### config.mk
export PLATFORM = sky130hd
export DESIGN_NAME = clkout_and_temp_ref_calib_config
export DESIGN_NICKNAME = d
export VERILOG_FILES = /design/src/design/clkout_cfg_pkg.sv /design/src/design/clkout_and_temp_ref_calib_config.sv /design/src/design/pin_sync3.sv
export SDC_FILE = /design/constraint.sdc
export NUM_CORES = 1
export LEC_CHECK = 0
export BUFFER_PORTS_ARGS = -buffer_cell sky130_fd_sc_hd__buf_4
export CAP_MARGIN = 20
export CELL_PAD_IN_SITES_DETAIL_PLACEMENT = 0
export CELL_PAD_IN_SITES_GLOBAL_PLACEMENT = 1
export CORE_MARGIN = 1.5
export CORE_UTILIZATION = 47
export CTS_BUF_LIST = sky130_fd_sc_hd__clkbuf_8
export CTS_CLUSTER_SIZE = 20
export DETAILED_ROUTE_END_ITERATION = 16
export PLACE_DENSITY = 0.95
export SLEW_MARGIN = 25
export SYNTH_ARGS = -nofsm -noshare
export SYNTH_HDL_FRONTEND = slang
export SYNTH_HIERARCHICAL = 1
export SYNTH_SLANG_ARGS = --single-unit
### constraint.sdc
create_clock -name clk_sys -period 5.9 [get_ports clk_sys]
set_input_delay 0.59 -clock clk_sys [delete_from_list [all_inputs] [get_ports clk_sys]]
set_output_delay 0.59 -clock clk_sys [all_outputs]
set_load 0.03 [all_outputs]
### src/design/clkout_cfg_pkg.sv
/*
 * constants, register layout and carrier types for the clock-output and
 * temperature-reference configuration slice.
 * assumes a byte-wide register port inside the device, a 20 MHz system clock,
 * and a non-volatile store that answers one read per cycle.
 */
// Notes on behaviour
// - second config byte: source bit7, xtal sel 6:5, multiplier high 4:0
// - source bit clear picks crystal, set picks synthesizer
// - xtal codes 32768/1024/64/1 Hz; byte ships zero
// - synth frequency is (multiplier plus one) times 8192 Hz
// - stop gates 1024/64/1 Hz only, synchronously
// - synthesizer output never takes compensation pulses
// - seconds write or synced event restarts low outputs
// - synthesizer period unaffected by seconds write or events
// - temp reference sixteen-bit, low then high byte
// - one reference step equals 0.0078125 degrees
// - reference calibrates the readable temperature result
// - after refresh time, copy reference bytes to mirrors
// - after refresh time, copy four passcode bytes too
// - config always readable, writes blockable by password
// - reference preloaded from factory, user may overwrite
// - first config byte holds multiplier low eight bits
// - output enabled by disable_n low or interrupt clock
package clkout_cfg_pkg;

    // register offsets on the internal byte port
    localparam logic [7:0] OFS_CLKOUT_SEL_LOW = 8'h0C_2;
    localparam logic [7:0] OFS_CLKOUT_SEL_HIGH = 8'h0C_3;
    localparam logic [7:0] OFS_TEMP_REF_CALIB_LOW = 8'h0C_4;
    localparam logic [7:0] OFS_TEMP_REF_CALIB_HIGH = 8'h0C_5;
    localparam logic [7:0] OFS_PASS_0 = 8'h0C_6;
    localparam int NUM_PASS_BYTES = 4;

    // field positions of the second clock-output byte
    localparam int POS_OSC_SRC = 7;
    localparam int POS_XTAL_SEL_HI = 6;
    localparam int POS_XTAL_SEL_LO = 5;
    localparam int POS_HF_HI = 4;

    // values after reset (before the store is copied)
    localparam logic [7:0] RST_CLKOUT_BYTE = 8'h00;
    localparam logic [15:0] RST_TEMP_REF_CALIB = 16'h0000;
    localparam logic [31:0] RST_PASSCODE = 32'h0000_0000;

    // crystal frequency codes
    localparam logic [1:0] XSEL_32K = 2'h0;
    localparam logic [1:0] XSEL_1024 = 2'h1;
    localparam logic [1:0] XSEL_64 = 2'h2;
    localparam logic [1:0] XSEL_1HZ = 2'h3;

    // divider half periods in 32 kHz ticks, minus one
    localparam logic [13:0] HALF_1024HZ = 14'h000F;
    localparam logic [13:0] HALF_64HZ = 14'h00FF;
    localparam logic [13:0] HALF_1HZ = 14'h3FFF;

    // timing: system clock and power-up refresh interval
    localparam int CLK_HZ = 20_000_000;
    localparam int REFRESH_MS = 66;
    localparam int REFRESH_CYCLES = (CLK_HZ / 1000) * REFRESH_MS;
    localparam int SYNTH_STEP_HZ = 8192;

    // one reference step in units of 1/128 degree; result is in same units
    localparam int TEMP_REF_CALIB_STEP_DIV = 128;

    // register access from the device's own serial front end
    typedef struct packed {
        logic wr;
        logic rd;
        logic [7:0] addr;
        logic [7:0] wdata;
    } reg_req_type;

    // clock-output configuration as seen by the output logic
    typedef struct packed {
        logic osc_source_select;
        logic [1:0] xtal_freq_select;
        logic [12:0] hf_multiplier;
    } clkout_cfg_type;

    // refresh sequencer states
    typedef enum logic [2:0] {
        ST_WAIT = 3'b001,
        ST_COPY = 3'b010,
        ST_DONE = 3'b100
    } refresh_state_type;

endpackage : clkout_cfg_pkg

### src/design/clkout_and_temp_ref_calib_config.sv
/*
 * clock-output source/frequency selection and temperature-reference mirror.
 * assumes: a byte register port from the device's serial front end, a
 * non-volatile store read port with one-cycle latency, tick inputs from the
 * prescaler chain and synthesizer on this clock, and an unlock level from
 * the password logic. the external event pin is asynchronous.
 */
`timescale 1ns/100ps
module clkout_and_temp_ref_calib_config
    import clkout_cfg_pkg::*;
#(
    parameter int REFRESH_CNT = REFRESH_CYCLES
)
(
    input wire logic clk_sys,
    input wire logic sys_rst,
    input wire reg_req_type reg_req,
    output logic [7:0] reg_rdata,
    input wire logic write_unlocked,
    output logic [7:0] nv_addr,
    output logic nv_rd,
    input wire logic [7:0] nv_rdata,
    output logic mirrors_valid,
    input wire logic tick_32k,
    input wire logic comp_pulse,
    input wire logic hf_clock_in,
    input wire logic seconds_write,
    input wire logic event_sync_enable,
    input wire logic external_event_input,
    input wire logic stop_timekeeping,
    input wire logic square_wave_disable_n,
    input wire logic clk_int_request,
    input wire logic signed [15:0] temp_raw,
    output logic signed [15:0] temp_calibrated,
    output logic [31:0] stored_passcode,
    output clkout_cfg_type clkout_cfg,
    output logic clkout_pin
);

    // whole state of the block
    typedef struct packed {
        refresh_state_type fsm;
        logic [31:0] wait_cnt;
        logic [3:0] copy_idx;
        logic copy_pend;
        logic [7:0] sel_low;
        logic [7:0] sel_high;
        logic [15:0] temp_ref_calib;
        logic [31:0] pass;
        logic [13:0] div_cnt; // wide enough for the 1 Hz half period
        logic div_out;
        logic evt_prev;
        logic [15:0] temp_cal;
        logic pin;
        logic [7:0] rdata;
    } cfg_state_type;

    cfg_state_type st_r;
    cfg_state_type st_nxt;
    logic evt_level;       // qualified event pin level
    logic evt_edge;        // rising edge of the qualified level
    logic restart_low;     // restart of the low-frequency divider
    logic out_enable;      // square wave allowed onto the pin
    logic low_stopped;     // low crystal outputs frozen
    logic wr_ok;           // register write accepted

    // event pin is asynchronous, so it is conditioned first
    pin_sync3 u_evt_sync
    (
        .clk_sys(clk_sys),
        .sys_rst(sys_rst),
        .pin_in(external_event_input),
        .level_out(evt_level)
    );

    assign evt_edge = evt_level & ~st_r.evt_prev;
    assign restart_low = seconds_write | (evt_edge & event_sync_enable);
    assign out_enable = ~square_wave_disable_n | clk_int_request;
    // stop only touches crystal codes other than 32 kHz
    assign low_stopped = stop_timekeeping & ~st_r.sel_high[POS_OSC_SRC]
        & (st_r.sel_high[POS_XTAL_SEL_HI:POS_XTAL_SEL_LO] != XSEL_32K);
    assign wr_ok = reg_req.wr & write_unlocked;

    // next-state logic: refresh copy, register writes, divider, pin select
    always_comb
    begin
        logic [13:0] half;
        half = 14'h0000;
        st_nxt = st_r;
        st_nxt.copy_pend = 1'b0;
        st_nxt.evt_prev = evt_level;

        // power-up refresh: wait, then read one store byte per cycle
        unique case (st_r.fsm)
            ST_WAIT:
            begin
                if (st_r.wait_cnt >= 32'(REFRESH_CNT - 1))
                begin
                    st_nxt.fsm = ST_COPY;
                    st_nxt.copy_idx = 4'h0;
                    st_nxt.copy_pend = 1'b1;
                end
                else
                begin
                    st_nxt.wait_cnt = st_r.wait_cnt + 32'h0000_0001;
                end
            end
            ST_COPY:
            begin
                // data for copy_idx arrives this cycle
                unique case (st_r.copy_idx)
                    4'h0: st_nxt.sel_low = nv_rdata;
                    4'h1: st_nxt.sel_high = nv_rdata;
                    4'h2: st_nxt.temp_ref_calib[7:0] = nv_rdata;
                    4'h3: st_nxt.temp_ref_calib[15:8] = nv_rdata;
                    4'h4: st_nxt.pass[7:0] = nv_rdata;
                    4'h5: st_nxt.pass[15:8] = nv_rdata;
                    4'h6: st_nxt.pass[23:16] = nv_rdata;
                    default: st_nxt.pass[31:24] = nv_rdata;
                endcase
                if (st_r.copy_idx == 4'(3 + NUM_PASS_BYTES))
                begin
                    st_nxt.fsm = ST_DONE;
                end
                else
                begin
                    st_nxt.copy_idx = st_r.copy_idx + 4'h1;
                    st_nxt.copy_pend = 1'b1;
                end
            end
            ST_DONE:
            begin
                // user writes, only once the mirrors are loaded
                if (wr_ok)
                begin
                    unique case (reg_req.addr)
                        OFS_CLKOUT_SEL_LOW: st_nxt.sel_low = reg_req.wdata;
                        OFS_CLKOUT_SEL_HIGH: st_nxt.sel_high = reg_req.wdata;
                        OFS_TEMP_REF_CALIB_LOW: st_nxt.temp_ref_calib[7:0] = reg_req.wdata;
                        OFS_TEMP_REF_CALIB_HIGH: st_nxt.temp_ref_calib[15:8] = reg_req.wdata;
                        default: ;
                    endcase
                end
            end
            default: st_nxt.fsm = ST_WAIT;
        endcase

        // reads always allowed; unmapped and passcode read as zero
        unique case (reg_req.addr)
            OFS_CLKOUT_SEL_LOW: st_nxt.rdata = st_r.sel_low;
            OFS_CLKOUT_SEL_HIGH: st_nxt.rdata = st_r.sel_high;
            OFS_TEMP_REF_CALIB_LOW: st_nxt.rdata = st_r.temp_ref_calib[7:0];
            OFS_TEMP_REF_CALIB_HIGH: st_nxt.rdata = st_r.temp_ref_calib[15:8];
            default: st_nxt.rdata = 8'h00;
        endcase

        // low-frequency divider from the 32 kHz tick; compensation pulses
        // add a tick, which may shorten one output period
        unique case (st_r.sel_high[POS_XTAL_SEL_HI:POS_XTAL_SEL_LO])
            XSEL_1024: half = HALF_1024HZ;
            XSEL_64: half = HALF_64HZ;
            // 32 kHz never reads the divider, so it shares the 1 Hz count
            default: half = HALF_1HZ;
        endcase
        if (restart_low)
        begin
            st_nxt.div_cnt = 14'h0000;
            st_nxt.div_out = 1'b0;
        end
        else if (!low_stopped && (tick_32k || comp_pulse))
        begin
            if (st_r.div_cnt >= half)
            begin
                st_nxt.div_cnt = 14'h0000;
                st_nxt.div_out = ~st_r.div_out;
            end
            else
            begin
                st_nxt.div_cnt = st_r.div_cnt + 14'h0001;
            end
        end

        // pin source: synthesizer path bypasses divider and compensation
        if (!out_enable)
        begin
            st_nxt.pin = 1'b0;
        end
        else if (st_r.sel_high[POS_OSC_SRC])
        begin
            st_nxt.pin = hf_clock_in;
        end
        else if (st_r.sel_high[POS_XTAL_SEL_HI:POS_XTAL_SEL_LO] == XSEL_32K)
        begin
            st_nxt.pin = tick_32k;
        end
        else
        begin
            st_nxt.pin = st_r.div_out;
        end

        // calibrated temperature: raw plus reference, both in 1/128 degree
        st_nxt.temp_cal = temp_raw + $signed(st_r.temp_ref_calib);
    end

    // register the state; mirrors hold reset values until the copy
    always_ff @(posedge clk_sys)
    begin
        if (sys_rst)
        begin
            st_r <= '0;
            st_r.fsm <= ST_WAIT;
            st_r.sel_high <= RST_CLKOUT_BYTE;
            st_r.sel_low <= RST_CLKOUT_BYTE;
            st_r.temp_ref_calib <= RST_TEMP_REF_CALIB;
            st_r.pass <= RST_PASSCODE;
        end
        else
        begin
            st_r <= st_nxt;
        end
    end

    // store read address walks the eight mirrored bytes
    assign nv_rd = st_nxt.copy_pend;
    assign nv_addr = OFS_CLKOUT_SEL_LOW + {4'h0, st_nxt.copy_idx};
    assign mirrors_valid = (st_r.fsm == ST_DONE);
    assign reg_rdata = st_r.rdata;
    assign temp_calibrated = st_r.temp_cal;
    assign stored_passcode = st_r.pass;
    assign clkout_cfg.osc_source_select = st_r.sel_high[POS_OSC_SRC];
    assign clkout_cfg.xtal_freq_select = st_r.sel_high[POS_XTAL_SEL_HI:POS_XTAL_SEL_LO];
    assign clkout_cfg.hf_multiplier = {st_r.sel_high[POS_HF_HI:0], st_r.sel_low};
    assign clkout_pin = st_r.pin;
endmodule : clkout_and_temp_ref_calib_config

### src/design/pin_sync3.sv
/*
 * three-stage input conditioner for one asynchronous pin.
 * assumes the pin may change at any time; output updates only when the
 * second and third stages agree.
 */
`timescale 1ns/100ps
module pin_sync3
(
    input wire logic clk_sys,
    input wire logic sys_rst,
    input wire logic pin_in,
    output logic level_out
);

    // whole state in one struct
    typedef struct packed {
        logic s1;
        logic s2;
        logic s3;
        logic lvl;
    } sync_state_type;

    sync_state_type st_r;
    sync_state_type st_nxt;

    // shift and qualify; s1 feeds only s2
    always_comb
    begin
        st_nxt = st_r;
        st_nxt.s1 = pin_in;
        st_nxt.s2 = st_r.s1;
        st_nxt.s3 = st_r.s2;
        if (st_r.s2 == st_r.s3)
        begin
            st_nxt.lvl = st_r.s3;
        end
    end

    // register the state
    always_ff @(posedge clk_sys)
    begin
        if (sys_rst)
        begin
            st_r <= '0;
        end
        else
        begin
            st_r <= st_nxt;
        end
    end

    assign level_out = st_r.lvl;

endmodule : pin_sync3

==> results.txt, run 1 <==
Rows = 46
Final Max Tran Viols = 0
Final Hold Fails = 0
Min cycle time layout = 3.56 ns
Critical Path RT = 5.31 ns
Num ports = 137
Unique cell type count in the Yosys netlist = 67
Final worst setup slack = 2.34 ns
CTS max path bufs = 2
Synth Area per Inst = 8.58 um^2
Setup-failing EPs final = 0
Sequential-to-total area share from yosys stat = 0.394
Clock root buffer = clkbuf_8
Sequential power share = 0.530
Switching pwr = 0.500 mW
TritonCTS sink count = 148
PortBufs = 132
Top_reg_cell synth = dfxtp_1
Worst-Margin Slew = 0.992 ns
RSZ-0062 raised after global routing = false
CTS-repair resized insts = 0
Final worst-path cycle share = 0.603
Remaining routing DRC violations = 0
Final setup TNS = 0 ns
# diodes = 0
Final net count = 1011
Hold Path Stages = 2
Int Pwr = 1.43 mW
Yosys reg bits = 148
Startpoint Class = register
Final RePlAce weighted congestion = 0.867
Max cap viols = 0
CTS Hold Bufs = 0
Share of cells above drive strength 1 = 0.207
P_leak = 3.35 nW
Reg clk slew, reported paths = 0.08 ns
Fill cells = 1505
Area of the core = 15800 um^2
Worst EP arrival = 2.97 ns
First-pass GRT wire length = 27400 um
Pwr Density = 227 nW/um^2
Crit. End Element = output port
Number of setup buffers added after CTS = 0
Vias in the first global route = 5543
CTS Buf Count = 17
Die ar. = 16800 um^2
Max VDD drop = 178 uV
Class of the worst hold path = primary input to register
Pre-CTS WS = 2.75 ns
Worst R2R Setup Slack = 3.19 ns
Critical path capture point = nv_addr[3]
R2R Path Start = st_r[143]$_SDFFE_PP0P_
Cells on worst reg2reg path = 6
FF-to-FF End = clkout_cfg[0]$_SDFFE_PP0P_
Worst setup path start = st_r[134]$_SDFFE_PP0P_
Max frequency = 281 MHz
Die height = 130 um
Average routed wire per standard cell = 14.8 um
Status = finished clean
Post-DR vias/cell = 5.24
Htree depth = 4
Initial Util = 0.477
Mapped Area = 7530 um^2
HPWL after DPL = 12100 um
Post-synth ARST share = 0
CTS tree = yes
Comb pwr share = 0.084
Routed Wire Length = 17000 um
Grt total ovfl = 0
Clk pwr share = 0.386
Synthesis-to-finish area growth = 12.9%
Synth Instances = 877
Crit path max fanout = 16
Worst hold slack = 0.344 ns
Worst Skew = 0.0118 ns
Vias = 6037
Relative slew slack = 0.334
Antenna violations before repair = 0
CP Class = register to output port
Warning count from the yosys run = 6
Pin count of the biggest net entering global routing = 106
Number of iterations in the first detailed-routing pass = 5
Die width = 130 um
Post-route ant nets = 0
Post-synth EDFFs = 0
Number of DRC markers in iteration 0 = 341
GRT Resource Usage Total = 0.209
Sw Share = 0.259
Clock Latency Late Sink = 0.46 ns
worst min-delay path by stage:
stage,to,startpoint
after floorplan,u_evt_sync/st_nxt[1]$_SDFF_PP0_,u_evt_sync/st_nxt[2]$_SDFF_PP0_
after detailed placement,u_evt_sync/st_nxt[1]$_SDFF_PP0_,u_evt_sync/st_nxt[2]$_SDFF_PP0_
after CTS,u_evt_sync/st_nxt[2]$_SDFF_PP0_,external_event_input
after global placement,u_evt_sync/st_nxt[1]$_SDFF_PP0_,u_evt_sync/st_nxt[2]$_SDFF_PP0_
after global routing,u_evt_sync/st_nxt[2]$_SDFF_PP0_,external_event_input
final,u_evt_sync/st_nxt[2]$_SDFF_PP0_,external_event_input
synth_stat cells, types with 20 or more instances:
cell type | instances | share of area
nor2b_1 | 27 | 0.022
dfxtp_1 | 148 | 0.39
buf_4 | 77 | 0.077
nand2_1 | 66 | 0.033
xor2_1 | 21 | 0.024
a21oi_1 | 89 | 0.059
ha_1 | 33 | 0.055
clkbuf_1 | 28 | 0.014
nor2_1 | 106 | 0.053
inv_1 | 20 | 0.010
nand3_1 | 35 | 0.023
area by class of cell:
cell class	instances	area (um^2)	area share
clock inverter	13	110	0.0130
inverter	21	78.8	0.00927
sequential	148	2960	0.349
tap	216	270	0.0318
multi-input combinational	598	3780	0.445
clock buffer	19	262	0.0308
timing repair buffer	137	1030	0.121
power by group through the flow:
stage / Sequential [mW] / Clock, mW / Combinational [mW]
after floorplan: 1.04 / 0 / 0.114
after global placement: 1.05 / 0 / 0.161
after detailed placement: 1.05 / 0 / 0.162
after CTS: 1.02 / 0.769 / 0.163
after global routing: 1.03 / 0.819 / 0.178
final: 1.02 / 0.747 / 0.162
placed cells by master, fill, tap and decap left out, types with 19 or more instances in the layout:
cell type / n
nand2_1: 66
nand3_1: 35
a21oi_1: 88
nor2_1: 106
buf_4: 136
dfxtp_1: 148
inv_1: 22
ha_1: 33
clkbuf_8: 19
xor2_1: 21
nor2b_1: 27
metal layers:
| layer | share of wire | up-vias | track usage | wire, um |
|---|---|---|---|---|
| met5 | 0 | - | 0 | 0 |
| met1 | 0.47 | 2801 | 0.277 | 7980 |
| met2 | 0.46 | 164 | 0.329 | 7820 |
| li1 | - | 3056 | - | - |
| met3 | 0.061 | 16 | 0.0574 | 1040 |
| met4 | 0.012 | 0 | 0.0686 | 200 |
through the flow:
stage	total power [mW]	cell area [um^2]	utilization	std cells
3_5_place_dp	1.21	8110	0.515	1120
4_1_cts	1.96	8490	0.538	1152
3_3_place_gp	1.21	8110	0.514	1120
6_report	1.93	8500	0.539	1152
5_1_grt	2.02	8500	0.539	1152
2_1_floorplan	1.16	7530	-	878
flip-flops by register name, indices dropped and copies added, names as in the netlist:
| register | flops |
|---|---|
| u_evt_sync/st_r | 1 |
| reg_rdata | 8 |
| u_evt_sync/level_out | 1 |
| st_r | 71 |
| clkout_pin | 1 |
| stored_passcode | 32 |
| clkout_cfg | 16 |
| temp_calibrated | 16 |
| u_evt_sync/st_nxt | 2 |
logic make-up (layout without fill, tap and decap cells):
family          Yosys count  count (layout)  synth area share
fa+ha+maj                34              34            0.0575
other cells               2               3          0.000998
compound gates          188             188             0.162
mux                      20              20            0.0269
buf+inv                 132             190             0.107
flops                   148             148             0.394
xor+xnor                 38              38            0.0442
simple gates            315             315             0.208
critical path, stage by stage, from the launching register on:
cell,delay [ns]
dfxtp_1,0.31
or4_1,0.53
a211o_1,0.33
nor3_4,0.31
a21boi_4,0.51
nand2_1,0.13
o221ai_1,0.20
buf_4,0.20
Note: power is estimated with default switching activity, not from simulation.
==> run 2: changes to the inputs <==
CORE_UTILIZATION = 43   (was 47)
PLACE_DENSITY = 0.92   (was 0.95)
clock period = 3.3 ns   (was 5.9 ns; I/O delays follow)
==> results.txt, run 2 (synthesized netlist as in run 1, its figures left out) <==
Status = finished clean
Relative slew slack = 0.352
Die ar. = 18300 um^2
Remaining routing DRC violations = 0
CTS Buf Count = 17
Worst-Margin Slew = 0.965 ns
CTS Hold Bufs = 0
Max cap viols = 0
CTS tree = yes
Cells on worst reg2reg path = 6
Most common cell after layout, fill and taps aside = dfxtp_1
Vias in the first global route = 5489
R2R Path Start = st_r[143]$_SDFFE_PP0P_
Most frequent cells in the layout = dfxtp_1, buf_4, nor2_1, a21oi_1, nand2_1
Final net count = 1018
FF-to-FF End = clkout_cfg[6]$_SDFFE_PP0P_
Final Hold Fails = 0
Average routed wire per standard cell = 15.0 um
Vias = 6037
Number of iterations in the first detailed-routing pass = 5
Max frequency = 324 MHz
Post-route ant nets = 0
Max reg flops = 71
Worst Skew = 0.0109 ns
Max VDD drop = 301 uV
Clock root buffer = clkbuf_8
HPWL after DPL = 12700 um
Min cycle time layout = 3.09 ns
Rows = 48
Final RePlAce weighted congestion = 0.792
Worst hold slack = 0.0958 ns
Area of the core = 17200 um^2
Grt total ovfl = 0
Num ports = 137
Setup-failing EPs final = 0
Routed Wire Length = 17500 um
Hold path startpoint = external_event_input
Die width = 135 um
RSZ-0062 raised after global routing = false
Critical Path RT = 2.97 ns
TritonCTS sink count = 148
GRT Resource Usage Total = 0.192
Crit path max fanout = 10
Final worst-path cycle share = 0.936
Top reg by flops = st_r
Antenna violations before repair = 0
Final setup TNS = 0 ns
Htree depth = 4
First-pass GRT wire length = 27600 um
Number of DRC markers in iteration 0 = 304
Worst EP arrival = 2.76 ns
Share of cells above drive strength 1 = 0.213
Final Max Tran Viols = 0
Number of setup buffers added after CTS = 0
Reg clk slew, reported paths = 0.08 ns
Die height = 135 um
Pwr Density = 417 nW/um^2
Initial Util = 0.438
Crit. End Element = output port
CTS max path bufs = 2
Fill cells = 1637
Synthesis-to-finish area growth = 14.0%
Final Power = 3.58 mW
PortBufs = 132
Class of the worst hold path = primary input to register
Hold endpoint = u_evt_sync/st_nxt[2]$_SDFF_PP0_
Startpoint Class = register
Worst R2R Setup Slack = 0.76 ns
# diodes = 0
P_leak = 3.40 nW
Hold Path Stages = 2
Post-DR vias/cell = 5.17
CTS-repair resized insts = 0
CP Class = register to output port
Clock Latency Late Sink = 0.45 ns
Pin count of the biggest net entering global routing = 71
==> run 2: how the worst max path moves through the flow <==
stage,from,end,cells after the start
after floorplan,st_r[134]$_SDFFE_PP0P_,nv_addr[3],7
after global placement,st_r[134]$_SDFFE_PP0P_,nv_addr[3],8
after detailed placement,st_r[134]$_SDFFE_PP0P_,nv_addr[3],8
after CTS,st_r[134]$_SDFFE_PP0P_,nv_addr[2],7
after global routing,st_r[134]$_SDFFE_PP0P_,nv_addr[2],8
final,st_r[134]$_SDFFE_PP0P_,nv_addr[2],8
==> run 2: final cells by class <==
type	instances	area, um^2	share of cell area
multi-input cells	598	3770	0.439
flip-flops and latches	148	2960	0.345
repair buffers	144	1080	0.126
well taps	225	282	0.0328
clock buffers	18	248	0.0289
clock inverters	14	161	0.0188
inverters	21	78.8	0.00918
==> run 2: worst max-delay path, cell delays in order, from the launching register on <==
cell and delay, ns:
dfxtp_1 0.31, or4_1 0.53, a211o_1 0.33, nor3_4 0.13, buf_4 0.17, a21boi_4 0.33
a21oi_1 0.15, xor2_1 0.18, buf_4 0.18
==> run 2: per-stage QoR <==
step,worst slack [ns],instance area (um^2),utilization,cells
2_1_floorplan,0.498,7530,-,878
3_3_place_gp,0.592,8170,0.475,1135
3_5_place_dp,0.623,8170,0.475,1135
4_1_cts,0.105,8580,0.499,1167
5_1_grt,0.0187,8580,0.500,1168
6_report,0.210,8580,0.500,1168
==> run 2: metal layers <==
metal	track usage	share of wire
met3	0.0513	0.059
met4	0.0400	0.0065
met2	0.315	0.46
met5	0	0
met1	0.252	0.47
==> run 2: power by group <==
group | switching (mW) | total [mW] | internal (mW) | leakage [nW]
Combinational | 0.175 | 0.298 | 0.123 | 1.99
Clock | 0.692 | 1.45 | 0.761 | 0.208
Sequential | 0.0205 | 1.83 | 1.81 | 1.20
